===== src/rtl/bwr_pkg.sv =====
// Package: constants and types of the block write request issuer
// Operation
// - Address cycle: command, cause, target, address, valid
// - One address cycle then 8 or 16 data
// - Writeback carries former state, way, cmd bit 0
// - Uncached block carries attribute, cmd bit 0 low
// - Data cycle: bit 11, quality, type, data, valid
// - Last data cycle carries last-data type code
// - Gaps between data only with slow cache clock
// - Address cycle only while holding bus mastership
// - Start only if write-ready asserted two cycles before; the issuer samples it four cycles before the address cycle
// - Hold off while conflicting coherency request outstanding
// - Request bus, wait grant and release, then drive
package bwr_pkg;

  localparam int unsigned CMD_W = 12;
  localparam int unsigned AD_W = 64;
  localparam int unsigned PA_W = 40;

  // Command field positions
  localparam int unsigned CMD_DATA_BIT = 11;
  localparam int unsigned CMD_OP_LSB = 5;
  localparam int unsigned CMD_CAUSE_LSB = 3;
  localparam int unsigned CMD_STATE_LSB = 1;
  localparam int unsigned CMD_WB_BIT = 0;
  localparam int unsigned CMD_QUAL_BIT = 5;
  localparam int unsigned CMD_TYPE_LSB = 3;

  // Address-cycle bus field positions
  localparam int unsigned AD_TARGET_LSB = 60;
  localparam int unsigned AD_ATTR_LSB = 58;
  localparam int unsigned AD_WAY_BIT = 57;
  localparam int unsigned AD_STATE_LSB = 1;

  // Encodings
  localparam logic [2:0] CMD_BLOCK_WRITE = 3'h2;
  localparam logic [1:0] TYPE_REQ_DATA = 2'h0;
  localparam logic [1:0] TYPE_REQ_LAST = 2'h1;

  // Index of the last data cycle for short and long lines
  localparam logic [3:0] LAST_SHORT = 4'h7;
  localparam logic [3:0] LAST_LONG = 4'hf;

  // Reset values
  localparam logic [CMD_W-1:0] CMD_RESET = 12'h000;
  localparam logic [AD_W-1:0] AD_RESET = 64'h0000000000000000;

  localparam int unsigned BUF_DEPTH = 2;

  typedef struct packed {
    logic is_writeback;
    logic long_line;
    logic [1:0] cause;
    logic [3:0] target;
    logic [1:0] attr;
    logic [1:0] former_state;
    logic way;
    logic [PA_W-1:0] paddr;
  } bwr_req_s;

  typedef struct packed {
    logic quality;
    logic [AD_W-1:0] data;
  } bwr_word_s;

  typedef enum logic [2:0] {
    ST_IDLE,
    ST_REQ,
    ST_WAIT,
    ST_ADDR,
    ST_DATA
  } bwr_state_e;

endpackage : bwr_pkg


===== src/rtl/bwr_buffer.sv =====
// Two-entry valid/ready buffer in the write data path
`timescale 1ns/100ps
module bwr_buffer #(
  parameter int unsigned WIDTH = 65,
  parameter int unsigned DEPTH = 2
) (
  // Clock and reset
  input wire logic clk_i,
  input wire logic rst_i,
  // Fill side
  input wire logic in_valid_i,
  output logic in_ready_o,
  input wire logic [WIDTH-1:0] in_data_i,
  // Drain side
  output logic out_valid_o,
  input wire logic out_ready_i,
  output logic [WIDTH-1:0] out_data_o,
  output logic full_o
);

  localparam int unsigned PW = $clog2(DEPTH);

  typedef struct packed {
    logic [DEPTH-1:0][WIDTH-1:0] mem;
    logic [PW-1:0] wr_ptr;
    logic [PW-1:0] rd_ptr;
    logic [PW:0] count;
  } bwr_buf_s;

  bwr_buf_s s_reg;
  bwr_buf_s s_next;
  logic push;
  logic pop;

  // Count is one bit wider than the pointers, so full is the whole depth
  assign in_ready_o = (s_reg.count != (PW + 1)'(DEPTH));
  assign out_valid_o = (s_reg.count != '0);
  assign out_data_o = s_reg.mem[s_reg.rd_ptr];
  assign full_o = !in_ready_o;
  assign push = in_valid_i && in_ready_o;
  assign pop = out_valid_o && out_ready_i;

  always_comb begin
    s_next = s_reg;
    if (push) begin
      s_next.mem[s_reg.wr_ptr] = in_data_i;
      s_next.wr_ptr = (s_reg.wr_ptr == PW'(DEPTH - 1)) ? '0 :
                      s_reg.wr_ptr + 1'b1;
    end
    if (pop) begin
      s_next.rd_ptr = (s_reg.rd_ptr == PW'(DEPTH - 1)) ? '0 :
                      s_reg.rd_ptr + 1'b1;
    end
    if (push && !pop) begin
      s_next.count = s_reg.count + 1'b1;
    end else if (pop && !push) begin
      s_next.count = s_reg.count - 1'b1;
    end
  end

  always_ff @(posedge clk_i or posedge rst_i) begin
    if (rst_i) begin
      s_reg <= '0;
    end else begin
      s_reg <= s_next;
    end
  end

endmodule : bwr_buffer


===== src/rtl/bwr_issuer.sv =====
// Block write request issuer on the multiplexed system interface
`timescale 1ns/100ps
module bwr_issuer (
  // Clock and reset
  input wire logic sys_clk_i,
  input wire logic rst_i,
  // Request from the cache side
  input wire logic req_valid_i,
  output logic req_ready_o,
  input wire bwr_pkg::bwr_req_s req_i,
  // Write data stream
  input wire logic data_valid_i,
  output logic data_ready_o,
  input wire bwr_pkg::bwr_word_s data_i,
  // Configuration and coherency status
  input wire logic sc_clock_slow_i,
  input wire logic coherency_conflict_i,
  // Arbitration pins
  output logic bus_request_n_o,
  input wire logic bus_grant_n_i,
  input wire logic bus_release_n_i,
  input wire logic write_ready_n_i,
  // Multiplexed bus, output enables low while driving
  output logic [bwr_pkg::CMD_W-1:0] command_bus_o,
  output logic command_bus_oe_n_o,
  output logic [bwr_pkg::AD_W-1:0] addr_data_bus_o,
  output logic addr_data_bus_oe_n_o,
  output logic cycle_valid_n_o,
  output logic cycle_valid_oe_n_o,
  // Status
  output logic master_o,
  output logic done_o
);

  typedef struct packed {
    bwr_pkg::bwr_state_e st;
    bwr_pkg::bwr_req_s req;
    logic [3:0] beat;
    logic master;
    logic gnt_m;
    logic gnt_s;
    logic rel_m;
    logic rel_s;
    logic wrdy_m;
    logic wrdy_s;
    logic req_ready;
    logic bus_req_n;
    logic [bwr_pkg::CMD_W-1:0] cmd;
    logic [bwr_pkg::AD_W-1:0] ad;
    logic val_n;
    logic oe_n;
    logic done;
  } bwr_ctl_s;

  bwr_ctl_s s_reg;
  bwr_ctl_s s_next;

  logic buf_valid;
  logic buf_full;
  logic buf_pop;
  bwr_pkg::bwr_word_s buf_word;
  logic may_start;
  logic data_ok;
  logic [3:0] last_beat;

  bwr_buffer #(
    .WIDTH($bits(bwr_pkg::bwr_word_s)),
    .DEPTH(bwr_pkg::BUF_DEPTH)
  ) u_buf (
    .clk_i(sys_clk_i),
    .rst_i(rst_i),
    .in_valid_i(data_valid_i),
    .in_ready_o(data_ready_o),
    .in_data_i(data_i),
    .out_valid_o(buf_valid),
    .out_ready_i(buf_pop),
    .out_data_o(buf_word),
    .full_o(buf_full)
  );

  assign last_beat = s_reg.req.long_line ? bwr_pkg::LAST_LONG :
                     bwr_pkg::LAST_SHORT;
  // Fast cache clock forbids gaps, so only start with the buffer full
  assign data_ok = sc_clock_slow_i ? buf_valid : buf_full;
  // Second sync stage shows the pin two cycles before this decision, so four cycles before the address cycle
  assign may_start = s_reg.master && !s_reg.wrdy_s &&
                     !coherency_conflict_i && data_ok;
  assign buf_pop = (s_reg.st == bwr_pkg::ST_DATA) && buf_valid;

  always_comb begin
    s_next = s_reg;
    s_next.gnt_m = bus_grant_n_i;
    s_next.gnt_s = s_reg.gnt_m;
    s_next.rel_m = bus_release_n_i;
    s_next.rel_s = s_reg.rel_m;
    s_next.wrdy_m = write_ready_n_i;
    s_next.wrdy_s = s_reg.wrdy_m;
    s_next.val_n = 1'b1;
    s_next.done = 1'b0;
    // Mastership returns to the agent once it negates the grant while idle
    if (s_reg.master && s_reg.gnt_s && s_reg.st == bwr_pkg::ST_IDLE) begin
      s_next.master = 1'b0;
    end
    case (s_reg.st)
      bwr_pkg::ST_IDLE: begin
        if (req_valid_i && s_reg.req_ready) begin
          s_next.req = req_i;
          s_next.req_ready = 1'b0;
          if (s_next.master) begin
            s_next.st = bwr_pkg::ST_WAIT;
          end else begin
            s_next.bus_req_n = 1'b0;
            s_next.st = bwr_pkg::ST_REQ;
          end
        end
      end
      bwr_pkg::ST_REQ: begin
        if (!s_reg.gnt_s && !s_reg.rel_s) begin
          s_next.master = 1'b1;
          s_next.st = bwr_pkg::ST_WAIT;
        end
      end
      bwr_pkg::ST_WAIT: begin
        s_next.oe_n = 1'b0;
        // The agent took the bus back after the last request: ask again
        if (s_reg.gnt_s) begin
          s_next.master = 1'b0;
          s_next.bus_req_n = 1'b0;
          s_next.st = bwr_pkg::ST_REQ;
        end else if (may_start) begin
          s_next.st = bwr_pkg::ST_ADDR;
        end
      end
      bwr_pkg::ST_ADDR: begin
        s_next.cmd = bwr_pkg::CMD_RESET;
        s_next.cmd[bwr_pkg::CMD_DATA_BIT] = 1'b0;
        s_next.cmd[bwr_pkg::CMD_OP_LSB +: 3] = bwr_pkg::CMD_BLOCK_WRITE;
        s_next.cmd[bwr_pkg::CMD_CAUSE_LSB +: 2] = s_reg.req.cause;
        s_next.ad = bwr_pkg::AD_RESET;
        s_next.ad[bwr_pkg::AD_TARGET_LSB +: 4] = s_reg.req.target;
        s_next.ad[bwr_pkg::PA_W-1:0] = s_reg.req.paddr;
        if (s_reg.req.is_writeback) begin
          s_next.cmd[bwr_pkg::CMD_STATE_LSB +: 2] =
            s_reg.req.former_state;
          s_next.cmd[bwr_pkg::CMD_WB_BIT] = 1'b1;
          s_next.ad[bwr_pkg::AD_STATE_LSB +: 2] = s_reg.req.former_state;
          s_next.ad[bwr_pkg::AD_WAY_BIT] = s_reg.req.way;
        end else begin
          s_next.ad[bwr_pkg::AD_ATTR_LSB +: 2] = s_reg.req.attr;
          s_next.cmd[bwr_pkg::CMD_WB_BIT] = 1'b0;
        end
        s_next.val_n = 1'b0;
        s_next.beat = 4'h0;
        s_next.st = bwr_pkg::ST_DATA;
      end
      bwr_pkg::ST_DATA: begin
        if (buf_valid) begin
          s_next.cmd = bwr_pkg::CMD_RESET;
          s_next.cmd[bwr_pkg::CMD_DATA_BIT] = 1'b1;
          s_next.cmd[bwr_pkg::CMD_QUAL_BIT] = buf_word.quality;
          s_next.cmd[bwr_pkg::CMD_TYPE_LSB +: 2] =
            (s_reg.beat == last_beat) ? bwr_pkg::TYPE_REQ_LAST :
            bwr_pkg::TYPE_REQ_DATA;
          s_next.ad = buf_word.data;
          s_next.val_n = 1'b0;
          s_next.beat = s_reg.beat + 4'h1;
          if (s_reg.beat == last_beat) begin
            s_next.bus_req_n = 1'b1;
            s_next.done = 1'b1;
            s_next.req_ready = 1'b1;
            s_next.st = bwr_pkg::ST_IDLE;
          end
        end
        // An empty buffer leaves a gap, legal only with a slow cache clock
      end
      default: begin
        s_next.st = bwr_pkg::ST_IDLE;
      end
    endcase
    if (!s_next.master) begin
      s_next.oe_n = 1'b1;
    end
  end

  always_ff @(posedge sys_clk_i or posedge rst_i) begin
    if (rst_i) begin
      s_reg <= '0;
      s_reg.st <= bwr_pkg::ST_IDLE;
      s_reg.gnt_m <= 1'b1;
      s_reg.gnt_s <= 1'b1;
      s_reg.rel_m <= 1'b1;
      s_reg.rel_s <= 1'b1;
      s_reg.wrdy_m <= 1'b1;
      s_reg.wrdy_s <= 1'b1;
      s_reg.req_ready <= 1'b1;
      s_reg.bus_req_n <= 1'b1;
      s_reg.val_n <= 1'b1;
      s_reg.oe_n <= 1'b1;
    end else begin
      s_reg <= s_next;
    end
  end

  assign req_ready_o = s_reg.req_ready;
  assign bus_request_n_o = s_reg.bus_req_n;
  assign command_bus_o = s_reg.cmd;
  assign command_bus_oe_n_o = s_reg.oe_n;
  assign addr_data_bus_o = s_reg.ad;
  assign addr_data_bus_oe_n_o = s_reg.oe_n;
  assign cycle_valid_n_o = s_reg.val_n;
  assign cycle_valid_oe_n_o = s_reg.oe_n;
  assign master_o = s_reg.master;
  assign done_o = s_reg.done;

endmodule : bwr_issuer


===== config.mk =====
export PLATFORM = sky130hd
export DESIGN_NAME = bwr_issuer
export DESIGN_NICKNAME = d
export VERILOG_FILES = /design/src/rtl/bwr_pkg.sv /design/src/rtl/bwr_buffer.sv /design/src/rtl/bwr_issuer.sv
export SDC_FILE = /design/constraint.sdc
export NUM_CORES = 1
export LEC_CHECK = 0
export BUFFER_PORTS_ARGS = -buffer_cell sky130_fd_sc_hd__buf_2
export CORE_MARGIN = 3
export CORE_UTILIZATION = 61
export CTS_CLUSTER_DIAMETER = 100
export DETAILED_ROUTE_END_ITERATION = 16
export GPL_ROUTABILITY_DRIVEN = 0
export PLACE_DENSITY = 0.86
export SKIP_CTS_REPAIR_TIMING = 1
export SYNTH_ARGS = -nofsm -noshare
export SYNTH_HDL_FRONTEND = slang
export SYNTH_HIERARCHICAL = 1
export SYNTH_SLANG_ARGS = --single-unit

===== constraint.sdc =====
create_clock -name sys_clk_i -period 8 [get_ports sys_clk_i]
set_input_delay 0.8 -clock sys_clk_i [delete_from_list [all_inputs] [get_ports sys_clk_i]]
set_output_delay 0.8 -clock sys_clk_i [all_outputs]
set_load 0.01 [all_outputs]

Word level (Yosys, flattened, before mapping)
Index checks and enable logic that the tools add are counted.
{"block": "word_totals", "reg_bits": 282, "latchBits": 0, "mem_bits_rw": 0, "mem_bits_ro": 0, "input_bits": 127, "out_inout_bits": 85, "word_cells": 126, "memories": 0}
{"block": "op_classes", "addsub": 5, "mul": 0, "n_div": 0, "n_lt_le_gt_ge": 3, "n_eq_ne": 14, "shifts": 0, "mux": 44, "bitwise": 0, "reduce_logical": 31}
{"op": "65-bit two-way mux", "n": 3}
{"op": "77-bit one-hot mux with 2 select lines", "n": 1}
{"op": "130-bit bitwise mux", "n": 1}
{"op": "79-bit two-way mux", "n": 1}
{"op": "65-bit demux with 1-bit select", "n": 1}
{"op": "56-bit two-way mux", "n": 1}
{"op": "1-bit two-way mux", "n": 16}
{"op": "2-bit two-way mux", "n": 8}
{"op": "3-bit two-way mux", "n": 5}
{"op": "3-bit one-hot mux with 5 select lines", "n": 1}
{"op": "1-bit logical AND", "n": 13}
{"op": "2-bit inequality test, second input constant", "n": 5}
{"op": "4-bit two-way mux", "n": 2}
{"op": "4-bit one-hot mux with 2 select lines", "n": 1}
{"op": "2-bit nonzero test", "n": 4}
{"op": "1-bit logical NOT", "n": 7}
{"op": "3-bit by 2-bit == test with 1-bit output, second input constant", "n": 2}
{"op": "2-bit by 1-bit inequality test with 1-bit output, second input constant", "n": 3}
{"op": "6-bit AND reduction", "n": 1}
{"op": "5-bit AND reduction", "n": 1}
{"op": "4-bit by 1-bit adder with 4-bit output, second input constant", "n": 1}
{"op": "4-bit == test", "n": 1}
{"op": "1-bit by 2-bit less-than comparator with 1-bit output, second input constant", "n": 2}
{"op": "1-bit one-hot mux with 2 select lines", "n": 2}
{"op": "12 further kinds", "n": 14}

Depth between registers and ports, before layout
{"block": "logic_depth", "ltp_word": 7, "mapped_depth": 10}

By module
Netlist, hierarchy kept.
{"mod": "bwr_issuer", "instances": 1, "cells_per_inst": 484, "area_per_inst_um2": 6394.9, "seq_area_each_um2": 3616.0}
{"mod": "bwr_buffer", "instances": 1, "cells_per_inst": 365, "area_per_inst_um2": 6084.6, "seq_area_each_um2": 3353.2}

Least setup slack after synthesis
Ideal clock, no wire load.
{"block": "synth_timing", "path_kind": "reg-to-reg", "startpoint": "reg u_buf/s_reg[0] (netlist name)", "endpoint": "reg u_buf/s_reg[1] (netlist name)", "setup_time_ps": 126, "t_arrival_ps": 1822, "t_required_ps": 7874, "path_slack_ps": 6052, "path_stages_with_launch": 11, "path_buffers": 2, "cell_sequence": "dfrtp_1 > or2_2 > nand4bb_1 > buf_2 > clkinv_2 > buf_2 > nand2_1 > ha_1 > xor2_1 > nor2_1 > xor2_1"}
{"block": "synth_via", "elab_chain_len": 6, "word_cells_on_any_way": 14, "cone_classes": "2 x add/sub; 1 x eq/ne; 2 x mux; 9 x reduce/logical"}
{"item": "start: declaration", "line_no": "bwr_buffer.sv:30", "rtl": "bwr_buf_s s_reg;"}
{"item": "start signal: assignment", "line_no": "bwr_buffer.sv:65", "rtl": "s_reg <= s_next;"}
{"item": "2-bit nonzero test *", "line_no": "bwr_buffer.sv:37", "rtl": "assign out_valid_o = (s_reg.count != '0);"}
{"item": "named net buf_valid", "line_no": "bwr_issuer.sv:58", "rtl": "logic buf_valid;"}
{"item": "1-bit logical AND *", "line_no": "bwr_issuer.sv:88", "rtl": "assign buf_pop = (s_reg.st == bwr_pkg::ST_DATA) && buf_valid;"}
{"item": "named net buf_pop", "line_no": "bwr_issuer.sv:60", "rtl": "logic buf_pop;"}
{"item": "1-bit logical AND *", "line_no": "bwr_buffer.sv:41", "rtl": "assign pop = out_valid_o && out_ready_i;"}
{"item": "1-bit logical NOT", "line_no": "bwr_buffer.sv:54", "rtl": "if (push && !pop) begin"}
{"item": "1-bit logical AND", "line_no": "bwr_buffer.sv:54"}
{"item": "2-bit two-way mux or 2-bit nonzero test (tied branches)"}
Mark *: on every way through the listed nets, which the timed path passes. The rest lies on a longest branch. The select of a mux whose other input is x is not followed.
A chain may end at the register's enable or synchronous reset.

Worst setup path after layout
{"block": "layout_timing", "startpoint": "reg u_buf/s_reg[0] (netlist name)", "endpoint": "reg s_reg (netlist bit addr_data_bus_o[43])"}
{"block": "layout_via", "elab_chain_len": 3}
{"item": "2-bit nonzero test", "line_no": "bwr_buffer.sv:37"}
{"item": "named net buf_valid", "line_no": "bwr_issuer.sv:58"}
{"item": "2-bit inequality test (no line)"}
{"item": "2-bit AND reduction (no line)"}
{"item": "end signal: assignment", "line_no": "bwr_issuer.sv:200", "rtl": "s_reg <= s_next;"}
{"item": "end: declaration", "line_no": "bwr_issuer.sv:55", "rtl": "bwr_ctl_s s_reg;"}
The timed path passes the listed nets, and every way through them passes these cells.

==> key figures <==
Yosys
  • Synth cell types: 50
  • Prevailing post-synth register cell: dfrtp_1
  • Syn Area/Cell: 14.70 um2
  • Synthesized cell area: around 12000 um2
  • Ys async rst share: 100.0%
  • Post-synthesis sequential area ratio: ~56%
  • Share of the synthesized area in the top cell type: a little over half
  • Area leader, netlist: dfrtp_1
  • Yosys reg bits: between 200 and 300
  • Synth top area cells: dfrtp_1 54%, mux2_2 13%, mux2_4 6.0%, buf_4 5.0%, a22o_1 4.6%
  • Cells after Synth: between 800 and 900
  • Yosys warns: 6
  • EDFF count, synth: 0

Clocking
  • Clock Sinks: between 200 and 300
  • Root Buffer: clkbuf_16
  • CTS tree: built
  • Clock Latency Late Sink: ~520 ps
  • Clock-pin slew of the registers on the worst-case setup and hold paths: approximately 60 ps
  • CTS max path bufs: 3
  • Htree depth: 1
  • CTS Buf Count: 29

Power and ir drop
  • Pwr dens: approximately 310 nW/um2
  • Sw Ratio: about a quarter
  • Max IR drop VDD: around 0.23 mV
  • P_leak: 0.007272 uW
  • Combinational share of power: between 20% and 30%
  • Post-layout power: 4257 uW
  • Sequential group share of total power: around 46%
  • Clock share of power: ~32%
  • Psw: ~1100 uW
  • Power Internal: approximately 3200 uW

Drt
  • Drt wl/cell: just over 20 um
  • # DRC: 0
  • Initial DRC count: 339
  • Drt first pass iters: 6
  • Final antenna-violating net count: 0
  • Vias after detailed routing: a little over 7000
  • Routed wire length: around 26000 um
  • Via-to-Cell Ratio: between 5 and 6

Die
  • Core area: around 20000 um2
  • Die area: between 20000 and 25000 um2
  • Die Y: about 150 um
  • Die X: 149.0 um
  • Row cnt: 51
  • I/O pin count: ~210
  • Initial Util: between 60% and 70%

Setup path
  • Worst EP arrival: 3200 ps
  • Worst setup EP type: register
  • Max incr delay on CP: roughly 740 ps
  • CP Launch Type: register
  • Crit path max fanout: 37
  • CP cell instances: or2_2, nand4bb_1, clkinv_2, nor2_4, buf_4, a22o_1
  • Worst Path Class, Setup: reg2reg
  • Worst path slowest cell: nor2_4
  • CP required: roughly 8500 ps

Finish
  • Area growth syn-to-layout: 11.43%
  • Layout cells sized above 1: 48.89%
  • Number of flip-flops in the largest register: roughly 130
  • Fill count: 1317
  • Final instance area: roughly 14000 um2
  • Final net count: about 1100

GRT
  • Initial antenna violation count: 5
  • Pin count of the biggest net entering global routing: 91
  • First-pass GRT wire length: around 42000 um
  • Grt ovf: 0
  • Vias in the first global route: 7929
  • Total GRT Usage: a little under a quarter

Run status
  • Status: completed

Worst hold path
  • Hold WC Path Type: in2async

Placement
  • HPWL Detailed: 16320 um
  • Port buffer count: slightly above 200
  • Placed cell areas: about 13000 um2

Timing
  • Final hold violation count: 0
  • Final Max Slew Viols: 0
  • Fin crit share: between 30% and 40%
  • Worst-Margin Slew: about 1100 ps
  • Highest Clock Rate: 364.4 MHz
  • Setup TNS: 0 ps
  • Clock skew: 6.664 ps
  • RSZ-0062 raised after global routing: false
  • Slew HR: 29.92%
  • Fin Hold WS: 355.7 ps
  • Final min period: ~2700 ps
  • Final setup fails: 0

Run
  • # Max-Cap Violations: 0
-- final timing paths --
| kind | startpoint | to | slack (ps) | cells after the start |
|---|---|---|---|---|
| max reg2reg | u_buf/s_reg[0] | addr_data_bus_o[43] | 5260 | 6 |
| max in group asynchronous | rst_i | u_buf/s_reg[2] | 6140 | 3 |
| min reg2reg | s_next[85] | s_reg[85] | 360 | 0 |
| min in group sys_clk_i | s_next[85] | s_reg[85] | 360 | 0 |
| max | u_buf/s_reg[0] | addr_data_bus_o[43] | 5260 | 6 |
| min | rst_i | u_buf/s_reg[32] | 360 | 2 |
-- synthesized netlist by cell type, types with 2 or more instances --
library cell  number
dfrtp_1          268
mux2_2           149
buf_4             83
a22o_1            65
mux2_1            50
mux2_4            50
a21o_1            46
buf_2             23
buf_6             13
dfstp_2           10
nor2_1             8
inv_1              7
a221o_1            6
nand2_1            6
o21ai_0            6
buf_12             5
clkbuf_1           4
mux2i_1            4
nand3_1            4
xor2_1             4
nor3b_1            3
a21oi_1            2
a32o_1             2
and2_1             2
ha_1               2
nor2b_1            2
xnor2_1            2
-- kinds of logic (layout without fill, tap and decap cells) --
| group | count (synthesis) | in the layout | share of synthesized area, % |
|---|---|---|---|
| AOI/OAI and AO/OA | 134 | 134 | 8.793 |
| adders and majority gates | 2 | 2 | 0.2005 |
| xor gates and xnor gates | 6 | 6 | 0.4211 |
| other | 1 | 6 | 0.03005 |
| muxes | 253 | 253 | 24.29 |
| DFF | 278 | 278 | 55.85 |
| buffers and inverters | 137 | 275 | 8.382 |
| and+or+nand+nor | 38 | 38 | 2.035 |
-- critical path, delay by kind of cell, from the launching register on --
| kind | cells | cell delay [ps] |
|---|---|---|
| flip-flops | 1 | 420 |
| AND/OR/NAND/NOR | 3 | 1360 |
| AO/OA/AOI/OAI | 1 | 200 |
| buffers and inverters | 2 | 650 |
-- through the flow --
stage | utilization, % | cells | setup slack [ps]
after global routing | 70.27 | 1255 | 5033
after detailed placement | 65.32 | 1202 | 5234
after global placement | 65.32 | 1202 | 5324
after CTS | 70.27 | 1255 | 5205
after floorplan | - | 852 | 3350
final | 70.30 | 1257 | 5256
-- placed cells by master, fill, tap and decap left out, drive strengths merged, types with 3 or more instances in the layout --
| cell type | Yosys | routed |
|---|---|---|
| a21o | 46 | 46 |
| a221o | 6 | 6 |
| a22o | 65 | 65 |
| buf | 125 | 214 |
| bufinv | 0 | 3 |
| clkbuf | 4 | 42 |
| clkinv | 1 | 7 |
| conb | 1 | 4 |
| dfrtp | 268 | 268 |
| dfstp | 10 | 10 |
| inv | 7 | 7 |
| mux2 | 249 | 249 |
| mux2i | 4 | 4 |
| nand2 | 6 | 6 |
| nand3 | 4 | 4 |
| nor2 | 9 | 9 |
| nor3b | 3 | 3 |
| o21ai | 6 | 6 |
| xor2 | 4 | 4 |
-- power by group through the flow --
stage | clock (uW) | combinational [uW] | sequential [uW]
5_1_grt | 1450 | 1020 | 1980
6_report | 1360 | 949 | 1940
3_5_place_dp | 0 | 953 | 1950
2_1_floorplan | 0 | 841 | 1900
3_3_place_gp | 0 | 908 | 1930
4_1_cts | 1390 | 958 | 1940
-- final cells by class --
class                      count  area, um2  area share, %
multi-input combinational    437       4487          32.27
clock buffer                  42      844.6          6.073
clock inverter                11      135.1         0.9718
tap                          265      331.6          2.384
inverter                       8      41.29         0.2969
timing repair buffer         214       1089          7.828
antenna                        2      5.005        0.03599
sequential                   278       6973          50.14
-- layer usage --
layer / vias to the layer above / global-route usage, % / wire (um)
met5: - / 0 / 50
met4: 8 / 5.858 / 616
met1: 3719 / 29.94 / 10730
li1: 3202 / - / -
met3: 46 / 5.500 / 1585
met2: 213 / 41.32 / 13130
Note: power is estimated with default switching activity, not from simulation.
